`src/inc/rrfd_consts.vh`:
```
/*
 Constants for the rotate and round flag datapath slice.
 Assumes inclusion by bare name from the rtl files.
*/
`ifndef RRFD_CONSTS_VH
`define RRFD_CONSTS_VH
// Operation codes
`define RRFD_OP_NONE 3'h0
`define RRFD_OP_LEFT 3'h1
`define RRFD_OP_LEFT_CY 3'h2
`define RRFD_OP_RIGHT 3'h3
`define RRFD_OP_RIGHT_CY 3'h4
`define RRFD_OP_RND 3'h5
// Destination register numbering
`define RRFD_DST_W 5
`define RRFD_EXT_LAST 5'h07
// Extended-precision word layout
`define RRFD_EXP_MSB 39
`define RRFD_EXP_LSB 32
`define RRFD_MANT_MSB 31
`define RRFD_ROUND_BIT 7
`define RRFD_EXP_MAX 8'h7f
`define RRFD_EXP_ZERO 8'h80
// Flag reset value
`define RRFD_FLAG_RST 1'h0
`endif

```
`src/rtl/rrfd_rounder.v`:
```
/*
 Single-precision rounding of an extended-precision float.
 Assumes 8-bit exponent over 32-bit two's complement mantissa.
*/
`include "rrfd_consts.vh"
module rrfd_round (
   // Operand and mode
   input wire [39:0] src,
   input wire sat_mode,
   // Result and events
   output reg [39:0] res,
   output reg ovf,
   output reg unf,
   output reg zero_src
);
   reg [7:0] exp_v;
   reg [32:0] sum;
   reg [31:0] man;
   reg [7:0] exp_n;
   // Round half up on the two's complement mantissa
   always @* begin
      exp_v = src[`RRFD_EXP_MSB:`RRFD_EXP_LSB];
      zero_src = (exp_v == `RRFD_EXP_ZERO);
      sum = {src[31], src[31:0]} + 33'h000000080;
      sum = {sum[32:8], 8'h00};
      man = sum[31:0];
      exp_n = exp_v;
      ovf = 1'b0;
      unf = 1'b0;
      // Mantissa left the range: renormalise by one
      if (sum[32] != sum[31]) begin
         man = sum[32:1];
         man = {man[31:8], 8'h00};
         if (exp_v == `RRFD_EXP_MAX) begin
            ovf = 1'b1;
         end else begin
            exp_n = exp_v + 8'h01;
         end
      end
      res = {exp_n, man};
      if (zero_src) begin
         res = src;
         unf = 1'b0;
      end else if (ovf) begin
         // Saturate when mode bit set, else renormalised mantissa at the largest exponent
         if (sat_mode) begin
            res = man[31] ? {`RRFD_EXP_MAX, 32'h80000000} :
               {`RRFD_EXP_MAX, 32'h7fffff00};
         end else begin
            res = {`RRFD_EXP_MAX, man};
         end
      end
   end
endmodule

```
`src/rtl/rrfd_datapath.v`:
```
/*
 Rotate and round execution slice: computes the destination word
 and updates the condition flags in one cycle per instruction.
 Assumes decode presents op, dst number and operands for one cycle
 with op_valid, and the register file writes back wr_data on wr_en.
*/
//
// Operation
// - rotate left copies msb to lsb, carry
// - rotate left through carry, carry into lsb
// - rotate right copies lsb to msb, carry
// - rotate right through carry, 33-bit ring
// - flags change only for registers R7-R0
// - zero, negative set; overflow, underflow cleared
// - plain rotates keep carry for other registers
// - through-carry feeds carry, keeps it elsewhere
// - rotates ignore overflow mode bit
// - rounding honours overflow mode bit
// - rounding zero leaves zero flag unchanged
// - round to nearest, halfway goes positive
`include "rrfd_consts.vh"
module rrfd_datapath (
   // Clock and reset
   input wire clk,
   input wire sys_rst,
   // Instruction from decode
   input wire op_valid,
   input wire [2:0] op,
   input wire [4:0] dst,
   input wire [39:0] dst_data,
   input wire [39:0] src_data,
   input wire overflow_mode_bit,
   // Write back
   output reg wr_en,
   output reg [4:0] wr_dst,
   output reg [39:0] wr_data,
   // Condition flags
   output reg carry_flag,
   output reg overflow_flag,
   output reg zero_flag,
   output reg negative_flag,
   output reg underflow_flag,
   output reg latched_overflow_flag,
   output reg latched_underflow_flag
);
   ////////////////////////////////////////////////////////////////////
   // Rounder results
   wire [39:0] rnd_res;
   wire rnd_ovf;
   wire rnd_unf;
   wire rnd_zero;
   // Decode of the instruction
   reg op_rotl;
   reg op_rotl_c;
   reg op_rotr;
   reg op_rotr_c;
   reg op_round;
   wire is_rot;
   wire ext_dst;
   // Destination word parts
   wire [31:0] field;
   wire [7:0] exp_keep;
   // Per-bit rotate taps
   wire left_fill;
   wire right_fill;
   wire [31:0] left_v;
   wire [31:0] right_v;
   // Rotate result and bit rotated out
   reg [31:0] rot;
   reg out_bit;
   // Next values of the write port and the flags
   reg wr_en_d;
   reg [4:0] wr_dst_d;
   reg [39:0] wr_data_d;
   reg carry_d;
   reg overflow_d;
   reg zero_d;
   reg negative_d;
   reg underflow_d;
   reg lat_ovf_d;
   reg lat_unf_d;
   genvar gi;

   // Rounder
   rrfd_round u_round (
      .src(src_data),
      .sat_mode(overflow_mode_bit),
      .res(rnd_res),
      .ovf(rnd_ovf),
      .unf(rnd_unf),
      .zero_src(rnd_zero)
   );

   //////////////////////////////////////////////////////////////////////
   // Op code decode, gated by the valid strobe
   always @* begin
      op_rotl = 1'b0;
      op_rotl_c = 1'b0;
      op_rotr = 1'b0;
      op_rotr_c = 1'b0;
      op_round = 1'b0;
      case (op)
         `RRFD_OP_LEFT: begin
            op_rotl = op_valid;
         end
         `RRFD_OP_LEFT_CY: begin
            op_rotl_c = op_valid;
         end
         `RRFD_OP_RIGHT: begin
            op_rotr = op_valid;
         end
         `RRFD_OP_RIGHT_CY: begin
            op_rotr_c = op_valid;
         end
         `RRFD_OP_RND: begin
            op_round = op_valid;
         end
         // Codes 0, 6 and 7 start nothing
         default: begin
            op_round = 1'b0;
         end
      endcase
   end

   // Any of the four rotates
   assign is_rot = op_rotl | op_rotl_c | op_rotr | op_rotr_c;

   // Extended-precision destination check
   assign ext_dst = (dst <= `RRFD_EXT_LAST);

   // Integer field and exponent of the destination
   assign field = dst_data[31:0];
   assign exp_keep = dst_data[`RRFD_EXP_MSB:`RRFD_EXP_LSB];

   // Bits entering at the two ends of the field
   assign left_fill = op_rotl ? field[31] : carry_flag;
   assign right_fill = op_rotr ? field[0] : carry_flag;

   // Neighbour taps, one per adjacent bit pair of the field, 31 in all
   generate
      for (gi = 0; gi < 31; gi = gi + 1) begin : g_tap
         assign left_v[gi + 1] = field[gi];
         assign right_v[gi] = field[gi + 1];
      end
   endgenerate
   assign left_v[0] = left_fill;
   assign right_v[31] = right_fill;

   // Pick the rotated field, no mode bit input
   always @* begin
      rot = field;
      out_bit = 1'b0;
      if (op_rotl | op_rotl_c) begin
         rot = left_v;
         out_bit = field[31];
      end else if (op_rotr | op_rotr_c) begin
         rot = right_v;
         out_bit = field[0];
      end
   end

   ////////////////////////////////////////////////////////////////////
   // Next write port and flags; other ops change nothing
   always @* begin
      wr_en_d = 1'b0;
      wr_dst_d = wr_dst;
      wr_data_d = wr_data;
      carry_d = carry_flag;
      overflow_d = overflow_flag;
      zero_d = zero_flag;
      negative_d = negative_flag;
      underflow_d = underflow_flag;
      lat_ovf_d = latched_overflow_flag;
      lat_unf_d = latched_underflow_flag;
      if (is_rot) begin
         wr_en_d = 1'b1;
         wr_dst_d = dst;
         wr_data_d = {exp_keep, rot};
         // Flags, carry included, only for R7-R0
         if (ext_dst) begin
            carry_d = out_bit;
            zero_d = (rot == 32'h00000000);
            negative_d = rot[31];
            overflow_d = 1'b0;
            underflow_d = 1'b0;
         end
      end else if (op_round) begin
         wr_en_d = 1'b1;
         wr_dst_d = dst;
         wr_data_d = rnd_res;
         if (ext_dst) begin
            // Zero flag left alone, even for a zero operand
            negative_d = rnd_res[31];
            overflow_d = rnd_ovf;
            underflow_d = rnd_unf | rnd_zero;
            // Latched flags only ever set here
            lat_ovf_d = latched_overflow_flag | rnd_ovf;
            lat_unf_d = latched_underflow_flag | rnd_unf;
         end
      end
   end

   //////////////////////////////////////////////////////////////////////
   // Write back and flag registers, single cycle
   always @(posedge clk) begin
      if (sys_rst) begin
         wr_en <= 1'b0;
         wr_dst <= 5'h00;
         wr_data <= 40'h0000000000;
         carry_flag <= `RRFD_FLAG_RST;
         overflow_flag <= `RRFD_FLAG_RST;
         zero_flag <= `RRFD_FLAG_RST;
         negative_flag <= `RRFD_FLAG_RST;
         underflow_flag <= `RRFD_FLAG_RST;
         latched_overflow_flag <= `RRFD_FLAG_RST;
         latched_underflow_flag <= `RRFD_FLAG_RST;
      end else begin
         wr_en <= wr_en_d;
         wr_dst <= wr_dst_d;
         wr_data <= wr_data_d;
         carry_flag <= carry_d;
         overflow_flag <= overflow_d;
         zero_flag <= zero_d;
         negative_flag <= negative_d;
         underflow_flag <= underflow_d;
         latched_overflow_flag <= lat_ovf_d;
         latched_underflow_flag <= lat_unf_d;
      end
   end
endmodule

```
`config.mk`:
```
export PLATFORM = sky130hd
export DESIGN_NAME = rrfd_datapath
export DESIGN_NICKNAME = d
export VERILOG_FILES = /design/src/rtl/rrfd_rounder.v /design/src/rtl/rrfd_datapath.v
export VERILOG_INCLUDE_DIRS = /design/src /design/src/inc
export SDC_FILE = /design/constraint.sdc
export NUM_CORES = 1
export LEC_CHECK = 0
export ABC_AREA = 1
export BUFFER_PORTS_ARGS = -buffer_cell sky130_fd_sc_hd__buf_2
export CORE_ASPECT_RATIO = 0.9
export CORE_MARGIN = 3
export CORE_UTILIZATION = 54
export DETAILED_ROUTE_END_ITERATION = 12
export GPL_TIMING_DRIVEN = 0
export PLACE_DENSITY = 0.92
export SETUP_SLACK_MARGIN = 0.05
export SYNTH_ARGS = -nofsm -noshare
export SYNTH_HDL_FRONTEND = slang
export SYNTH_HIERARCHICAL = 1
export SYNTH_SLANG_ARGS = --single-unit
```
`constraint.sdc`:
```
create_clock -name clk -period 2.6 [get_ports clk]
set_clock_uncertainty 0.15 [all_clocks]
set_input_delay 0.52 -clock clk [delete_from_list [all_inputs] [get_ports clk]]
set_output_delay 0.52 -clock clk [all_outputs]
set_load 0.005 [all_outputs]
```
Word level (Yosys, flattened, before mapping)
Index checks and enable logic that the tools add are counted.
{"block": "op_classes", "n_lt_le_gt_ge": 1, "bitwise": 6, "n_eq_ne": 8, "n_addsub": 2, "n_reduce_logical": 5, "n_mux": 37}
{"cell": "$mux W40", "count": 5}
{"cell": "$mux W32", "count": 4}
{"cell": "$add A32 B9 Y33 const B", "count": 1}
{"cell": "$logic_not A32 Y1", "count": 1}
{"cell": "$mux W1", "count": 24}
{"cell": "$mux W8", "count": 2}
{"cell": "$mux W5", "count": 2}
{"cell": "$add A8 B1 Y8 const B", "count": 1}
{"cell": "$eq A8 B7 Y1 const B", "count": 1}
{"cell": "$eq A8 B8 Y1 const B", "count": 1}
{"cell": "$eq A3 B2 Y1 const B", "count": 2}
{"cell": "$eq A3 B3 Y1 const B", "count": 2}
{"cell": "$le A5 B3 Y1 const B", "count": 1}
{"cell": "$or A1 B1 Y1", "count": 5}
{"cell": "$reduce_and A2 Y1", "count": 2}
{"cell": "$eq A3 B1 Y1 const B", "count": 1}
{"cell": "$reduce_and A3 Y1", "count": 1}
{"cell": "$reduce_bool A2 Y1", "count": 1}
{"cell": "$ne A1 B1 Y1", "count": 1}
{"cell": "$not A1 Y1", "count": 1}
{"block": "totals", "in_bits": 92, "out_inout_bits": 53, "reg_bits": 52, "elab_cells": 68}

Longest topological paths before layout
{"block": "depth", "word_depth": 10, "ltp_mapped": 17, "mapped_depth_nobuf": 17}

Modules after synthesis
The synthesis kept the hierarchy.
{"mod": "rrfd_datapath", "seq_area_each_um2": 1061.0, "cells_each": 544, "instances": 1, "area_per_inst_um2": 3339.5}
{"mod": "rrfd_round", "seq_area_each_um2": 0.0, "cells_each": 376, "instances": 1, "area_per_inst_um2": 1934.4}

Least setup slack after synthesis
OpenSTA, ideal clock, no wires.
{"block": "synth_path", "kind": "input-to-reg", "from": "input src_data[7]", "to": "register wr_data[14]", "slack_ns": 0.168, "path_stages": 16, "setup_ns": 0.056, "arrival_ns": 2.226, "path_cell_list": "ha_1 > nand2_2 > nor2_8 > nand2_2 > nor2_4 > nand3_1 > nand3_4 > nand2_4 > nand2_1 > nand2_1 > nand2_1 > nand2_1 > nand2_1 > nand2_1 > a221o_1 > inv_1"}
{"block": "synth_between", "elab_chain_len": 9, "elab_cells_between_ends": 10, "classes_between": "1 x add/sub; 1 x eq/ne; 8 x mux"}
{"item": "start, declared", "line_no": "rrfd_datapath.v:31", "source": "input wire [39:0] src_data,"}
{"item": "$add A32 B9 Y33 (*)", "line_no": "rrfd_rounder.v:24", "source": "sum = {src[31], src[31:0]} + 33'h000000080;"}
{"item": "$ne A1 B1 Y1", "line_no": "rrfd_rounder.v:31", "source": "if (sum[32] != sum[31]) begin"}
{"item": "$mux W32", "line_no": "rrfd_rounder.v:31"}
{"item": "$mux W32", "line_no": "rrfd_rounder.v:47", "source": "res = man[31] ? {`RRFD_EXP_MAX, 32'h80000000} :"}
{"item": "$mux W40", "line_no": "rrfd_rounder.v:46", "source": "if (sat_mode) begin"}
{"item": "$mux W40 (*)", "line_no": "rrfd_rounder.v:44", "source": "end else if (ovf) begin"}
{"item": "$mux W40 (*)", "line_no": "rrfd_rounder.v:41", "source": "if (zero_src) begin"}
{"item": "net rnd_res[14]", "line_no": "rrfd_datapath.v:48", "source": "wire [39:0] rnd_res;"}
{"item": "$mux W40 (*)", "line_no": "rrfd_datapath.v:187", "source": "end else if (op_round) begin"}
{"item": "$mux W40 (*)", "line_no": "rrfd_datapath.v:175", "source": "if (is_rot) begin"}
{"item": "end signal, assigned", "line_no": "rrfd_datapath.v:220", "source": "wr_data <= wr_data_d;"}
{"item": "end, declared", "line_no": "rrfd_datapath.v:36", "source": "output reg [39:0] wr_data,"}
The timed path passes the listed nets; every way through them passes the cells marked *. The select of a mux whose other input is x is not followed.
A chain may end at the register's enable or synchronous reset.

Worst setup path after layout
{"block": "layout_path", "from": "input src_data[8]", "to": "register wr_data[14]"}
The elaborated chain is that of the path after synthesis.

==> out/results.ini <==
[synthesis]
synth.most_common_cell=sky130_fd_sc_hd__nand2_1
main_combinational_cell_family_by_area_after_synthesis=simple AND/OR/NAND/NOR gates
synth_compound_area_share_pct=13.4
yosys_warnings=6
post_synth_mux_area_share_pct=0
synth_flop_cell=sky130_fd_sc_hd__dfxtp_1
postSynthRegisterBits=53
netlist-cell-type-count=42
synthCells=920
synth_async_sr_flop_share_pct=0
ys_top_cells_by_count=301 x sky130_fd_sc_hd__nand2_1, 135 x sky130_fd_sc_hd__nand3_1, 95 x sky130_fd_sc_hd__inv_1
synth_sequential_area_ratio_pct=20.1
synth_simple_gate_area_share_pct=50.5
synth.net_count=1015
yosys.area.top_type_share_pct=21.4
number_of_synthesized_flops_with_an_enable_pin=0
synth_adder_area_share_pct=0.712
synth.largest_area_cell=sky130_fd_sc_hd__nand2_1
synthesis.area_per_instance_um2=5.73
synthTopCellsByArea=sky130_fd_sc_hd__nand2_1 21%, sky130_fd_sc_hd__dfxtp_1 20%, sky130_fd_sc_hd__nand3_1 13%
syn-cell-area_um2=5270
synth_xor_area_share_pct=3.16

[grt]
globalRouteOverflowTotal=0
grt_start_max_net_pins=18
met1_usage_pct=46.8
most_utilized_layer_in_the_global_route_result=met2
antenna_found_initial=0
via_count_of_the_first_global_routing_pass=5803
gr-usage-all-layers_pct=32.2
use_met2_pct=50.3
grt_pass1_wl_um=28000
groute.layer.met3.usage_pct=4.93

[worst_setup_path]
worstSetupEndpointType=register
slowest_stage=sky130_fd_sc_hd__a221o_1
crit_path_cells=buf_2 -> ha_4 -> nand2_2 -> nor2_8 -> nand2_2 -> nor2_4 -> nand2_2 -> nand2_2 -> nand3_4 -> nand2_8 -> nand3_4 -> nand2_1 -> nand2_1 -> nand2_1 -> nand2_1 -> a221o_1 -> inv_1
crit_buf_inv=2
crit_type=input port to register
critical-path-max-stage-delay_ps=330
worst-path-max-fanout=7
worstSetupStartpointType=input port
arrival_ps=2570
timing.critical_path.max_delay_family=simple AND/OR/NAND/NOR gates
req_time_crit_path_ps=2720

[timing]
normalized_max_slew_margin_pct=61.4
finalSetupViolations=0
timing.final.crit_period_ps=2450
fin_setup_tns_ps=0
grt_setup_unrepaired=no
fraction_of_the_cycle_the_final_worst_path_needs_pct=94.4
slew_viol_final=0
max_freq_ghz=0.407
timing.final.hold_violations=0
worst_pin_slew_ps=578

[routing]
drt_iter0_markers=587
detail_route.wl_per_cell_um=15.4
drt_first_pass_iters=7
vias_per_cell=5.60
drcViolationCount=0
antenna_violating_nets_post_route=0
vias=6740
drt-total-wl_um=18600

[die]
io-pin-count=145
placementRows=33
fp.dieW_um=110
placeableCoreArea_um2=9290
start_util_pct=56.8
design.die.area_um2=11000
die_height_um=99.8

[power]
switching_power_w=0.000811
combPwrFrac_pct=35.1
max-vdd-ir-drop_mv=0.276
switching_share_pct=37.5
p_leak_nw=3.45
sequentialPowerShare_pct=42.0
share_clk_of_total_power_pct=22.9
total_power_divided_by_cell_area_nw_per_um2=340
cellInternalPower_w=0.00135

[clock_tree]
cts.htree.levels=2
clock_tree_from_tritoncts=yes
cts.root.buffer_cell=sky130_fd_sc_hd__clkbuf_8
clkSinkCount=53
cts_hold_buf=0
cts-buffers-inserted=5
clock_path_buffers=2
worst_skew_pair.late_latency_ps=310
clk_pin_slew_worst_paths_ps=100

[hold_path]
min_path_type=input port to register

[placement]
io_buffers=144
dpl-instance-area_um2=6150
hpwl_um=14800
last_weighted_congestion_value_of_the_routability_driven_placer=0.974

[run]
max_cap_violations=0

[finish]
reg_top3=wr_data (40), wr_dst (5)
num-nets-final=1176
layout.filler_cells=935
largest-register=wr_data
post-route-cell-area_um2=6360
drive_gt1_share_pct=23.8
largest_register_ffs=40
diodes=0
syn_to_layout_area_delta_pct=20.7

[run_status]
status=completed

-- what timing repair did --
item / 4_1_cts / 5_1_grt
endpoints found under the setup margin: 1 / 25
pin swaps: 0 / 5
setup buffers: 0 / 10
gates resized for setup: 1 / 12
-- worst paths after layout --
check / startpoint / endpoint / slack [ps] / cells after the start
min: dst[2] / wr_dst[2] / 300 / 3
max reg2reg: carry_flag / zero_flag / 1200 / 11
min reg2reg: underflow_flag / underflow_flag / 320 / 2
max: src_data[8] / wr_data[14] / 150 / 17
-- through the flow --
stage | hold WS, ps | power (W) | setup WS, ps | cells | util, %
2_1_floorplan | 297 | 0.00135 | 168 | 920 | -
3_3_place_gp | 286 | 0.00164 | -228 | 1186 | 66.2
3_5_place_dp | 300 | 0.00165 | -303 | 1186 | 66.2
4_1_cts | 298 | 0.00213 | 73.8 | 1194 | 67.2
5_1_grt | 315 | 0.00228 | 14.6 | 1204 | 68.5
6_report | 301 | 0.00216 | 145 | 1204 | 68.5
-- worst register-to-register path, cell delays in order (launching register included) --
cell	delay, ps
sky130_fd_sc_hd__dfxtp_1	350
sky130_fd_sc_hd__inv_1	60
sky130_fd_sc_hd__nand2_1	50
sky130_fd_sc_hd__nand3_1	100
sky130_fd_sc_hd__nand3_1	90
sky130_fd_sc_hd__nand2_1	70
sky130_fd_sc_hd__nand2_1	40
sky130_fd_sc_hd__nor2_1	100
sky130_fd_sc_hd__nand2_1	60
sky130_fd_sc_hd__nor2_1	80
sky130_fd_sc_hd__nand2_1	80
sky130_fd_sc_hd__a21oi_2	110
-- cells by family (layout without fill, tap and decap cells) --
| kind of cell | Yosys count | in the layout |
|---|---|---|
| other cells | 1 | 1 |
| compound gates | 130 | 130 |
| simple gates | 569 | 569 |
| buf+inv | 145 | 307 |
| xor+xnor | 19 | 19 |
| fa+ha+maj | 3 | 3 |
| flops | 53 | 53 |
-- per-layer routing --
metal  vias to the layer above  share of wire [%]
li1                       3284                  -
met2                       384                 44
met1                      3046                 42
met3                        26                 12
met4                         0                1.4
met5                         -                  0
-- power groups by stage --
| stage | sequential, W | clock, W | combinational [W] |
|---|---|---|---|
| 6_report | 0.000908 | 0.000495 | 0.000758 |
| 5_1_grt | 0.000913 | 0.000528 | 0.000840 |
| 4_1_cts | 0.000907 | 0.000490 | 0.000730 |
| 3_5_place_dp | 0.000924 | 0 | 0.000725 |
| 3_3_place_gp | 0.000924 | 0 | 0.000716 |
| 2_1_floorplan | 0.000923 | 0 | 0.000425 |
-- area by class of cell --
class	count	area, um^2	area share (%)
plain buffers	42	246	3.87
clock buffers	5	68.8	1.08
flip-flops and latches	53	1060	16.7
well taps	122	153	2.40
multi-input cells	722	3630	57.1
inverters	103	387	6.08
repair buffers	154	796	12.5
clock inverters	3	21.3	0.334
-- cells in the final DEF (no fill, tap or decap), types with 4 or more instances in the layout --
cell and instances:
sky130_fd_sc_hd__nand2_1 298, sky130_fd_sc_hd__xor2_1 12, sky130_fd_sc_hd__nand3_4 4, sky130_fd_sc_hd__nor2_1 57, sky130_fd_sc_hd__nand4_1 6, sky130_fd_sc_hd__dfxtp_1 53
sky130_fd_sc_hd__inv_1 94, sky130_fd_sc_hd__xnor2_1 7, sky130_fd_sc_hd__nand3_1 134, sky130_fd_sc_hd__nor2_2 9, sky130_fd_sc_hd__a21oi_1 44, sky130_fd_sc_hd__o21ai_1 7
sky130_fd_sc_hd__nor2_4 8, sky130_fd_sc_hd__nand3_2 4, sky130_fd_sc_hd__nor3_1 4, sky130_fd_sc_hd__o31ai_1 5, sky130_fd_sc_hd__clkbuf_8 5, sky130_fd_sc_hd__buf_6 6
sky130_fd_sc_hd__buf_2 157, sky130_fd_sc_hd__nand2_2 28, sky130_fd_sc_hd__inv_2 7, sky130_fd_sc_hd__buf_4 13, sky130_fd_sc_hd__o21ai_0 62, sky130_fd_sc_hd__nand3b_1 4
sky130_fd_sc_hd__a221o_1 4, sky130_fd_sc_hd__clkbuf_1 19
(Power assumes the default switching activity.)
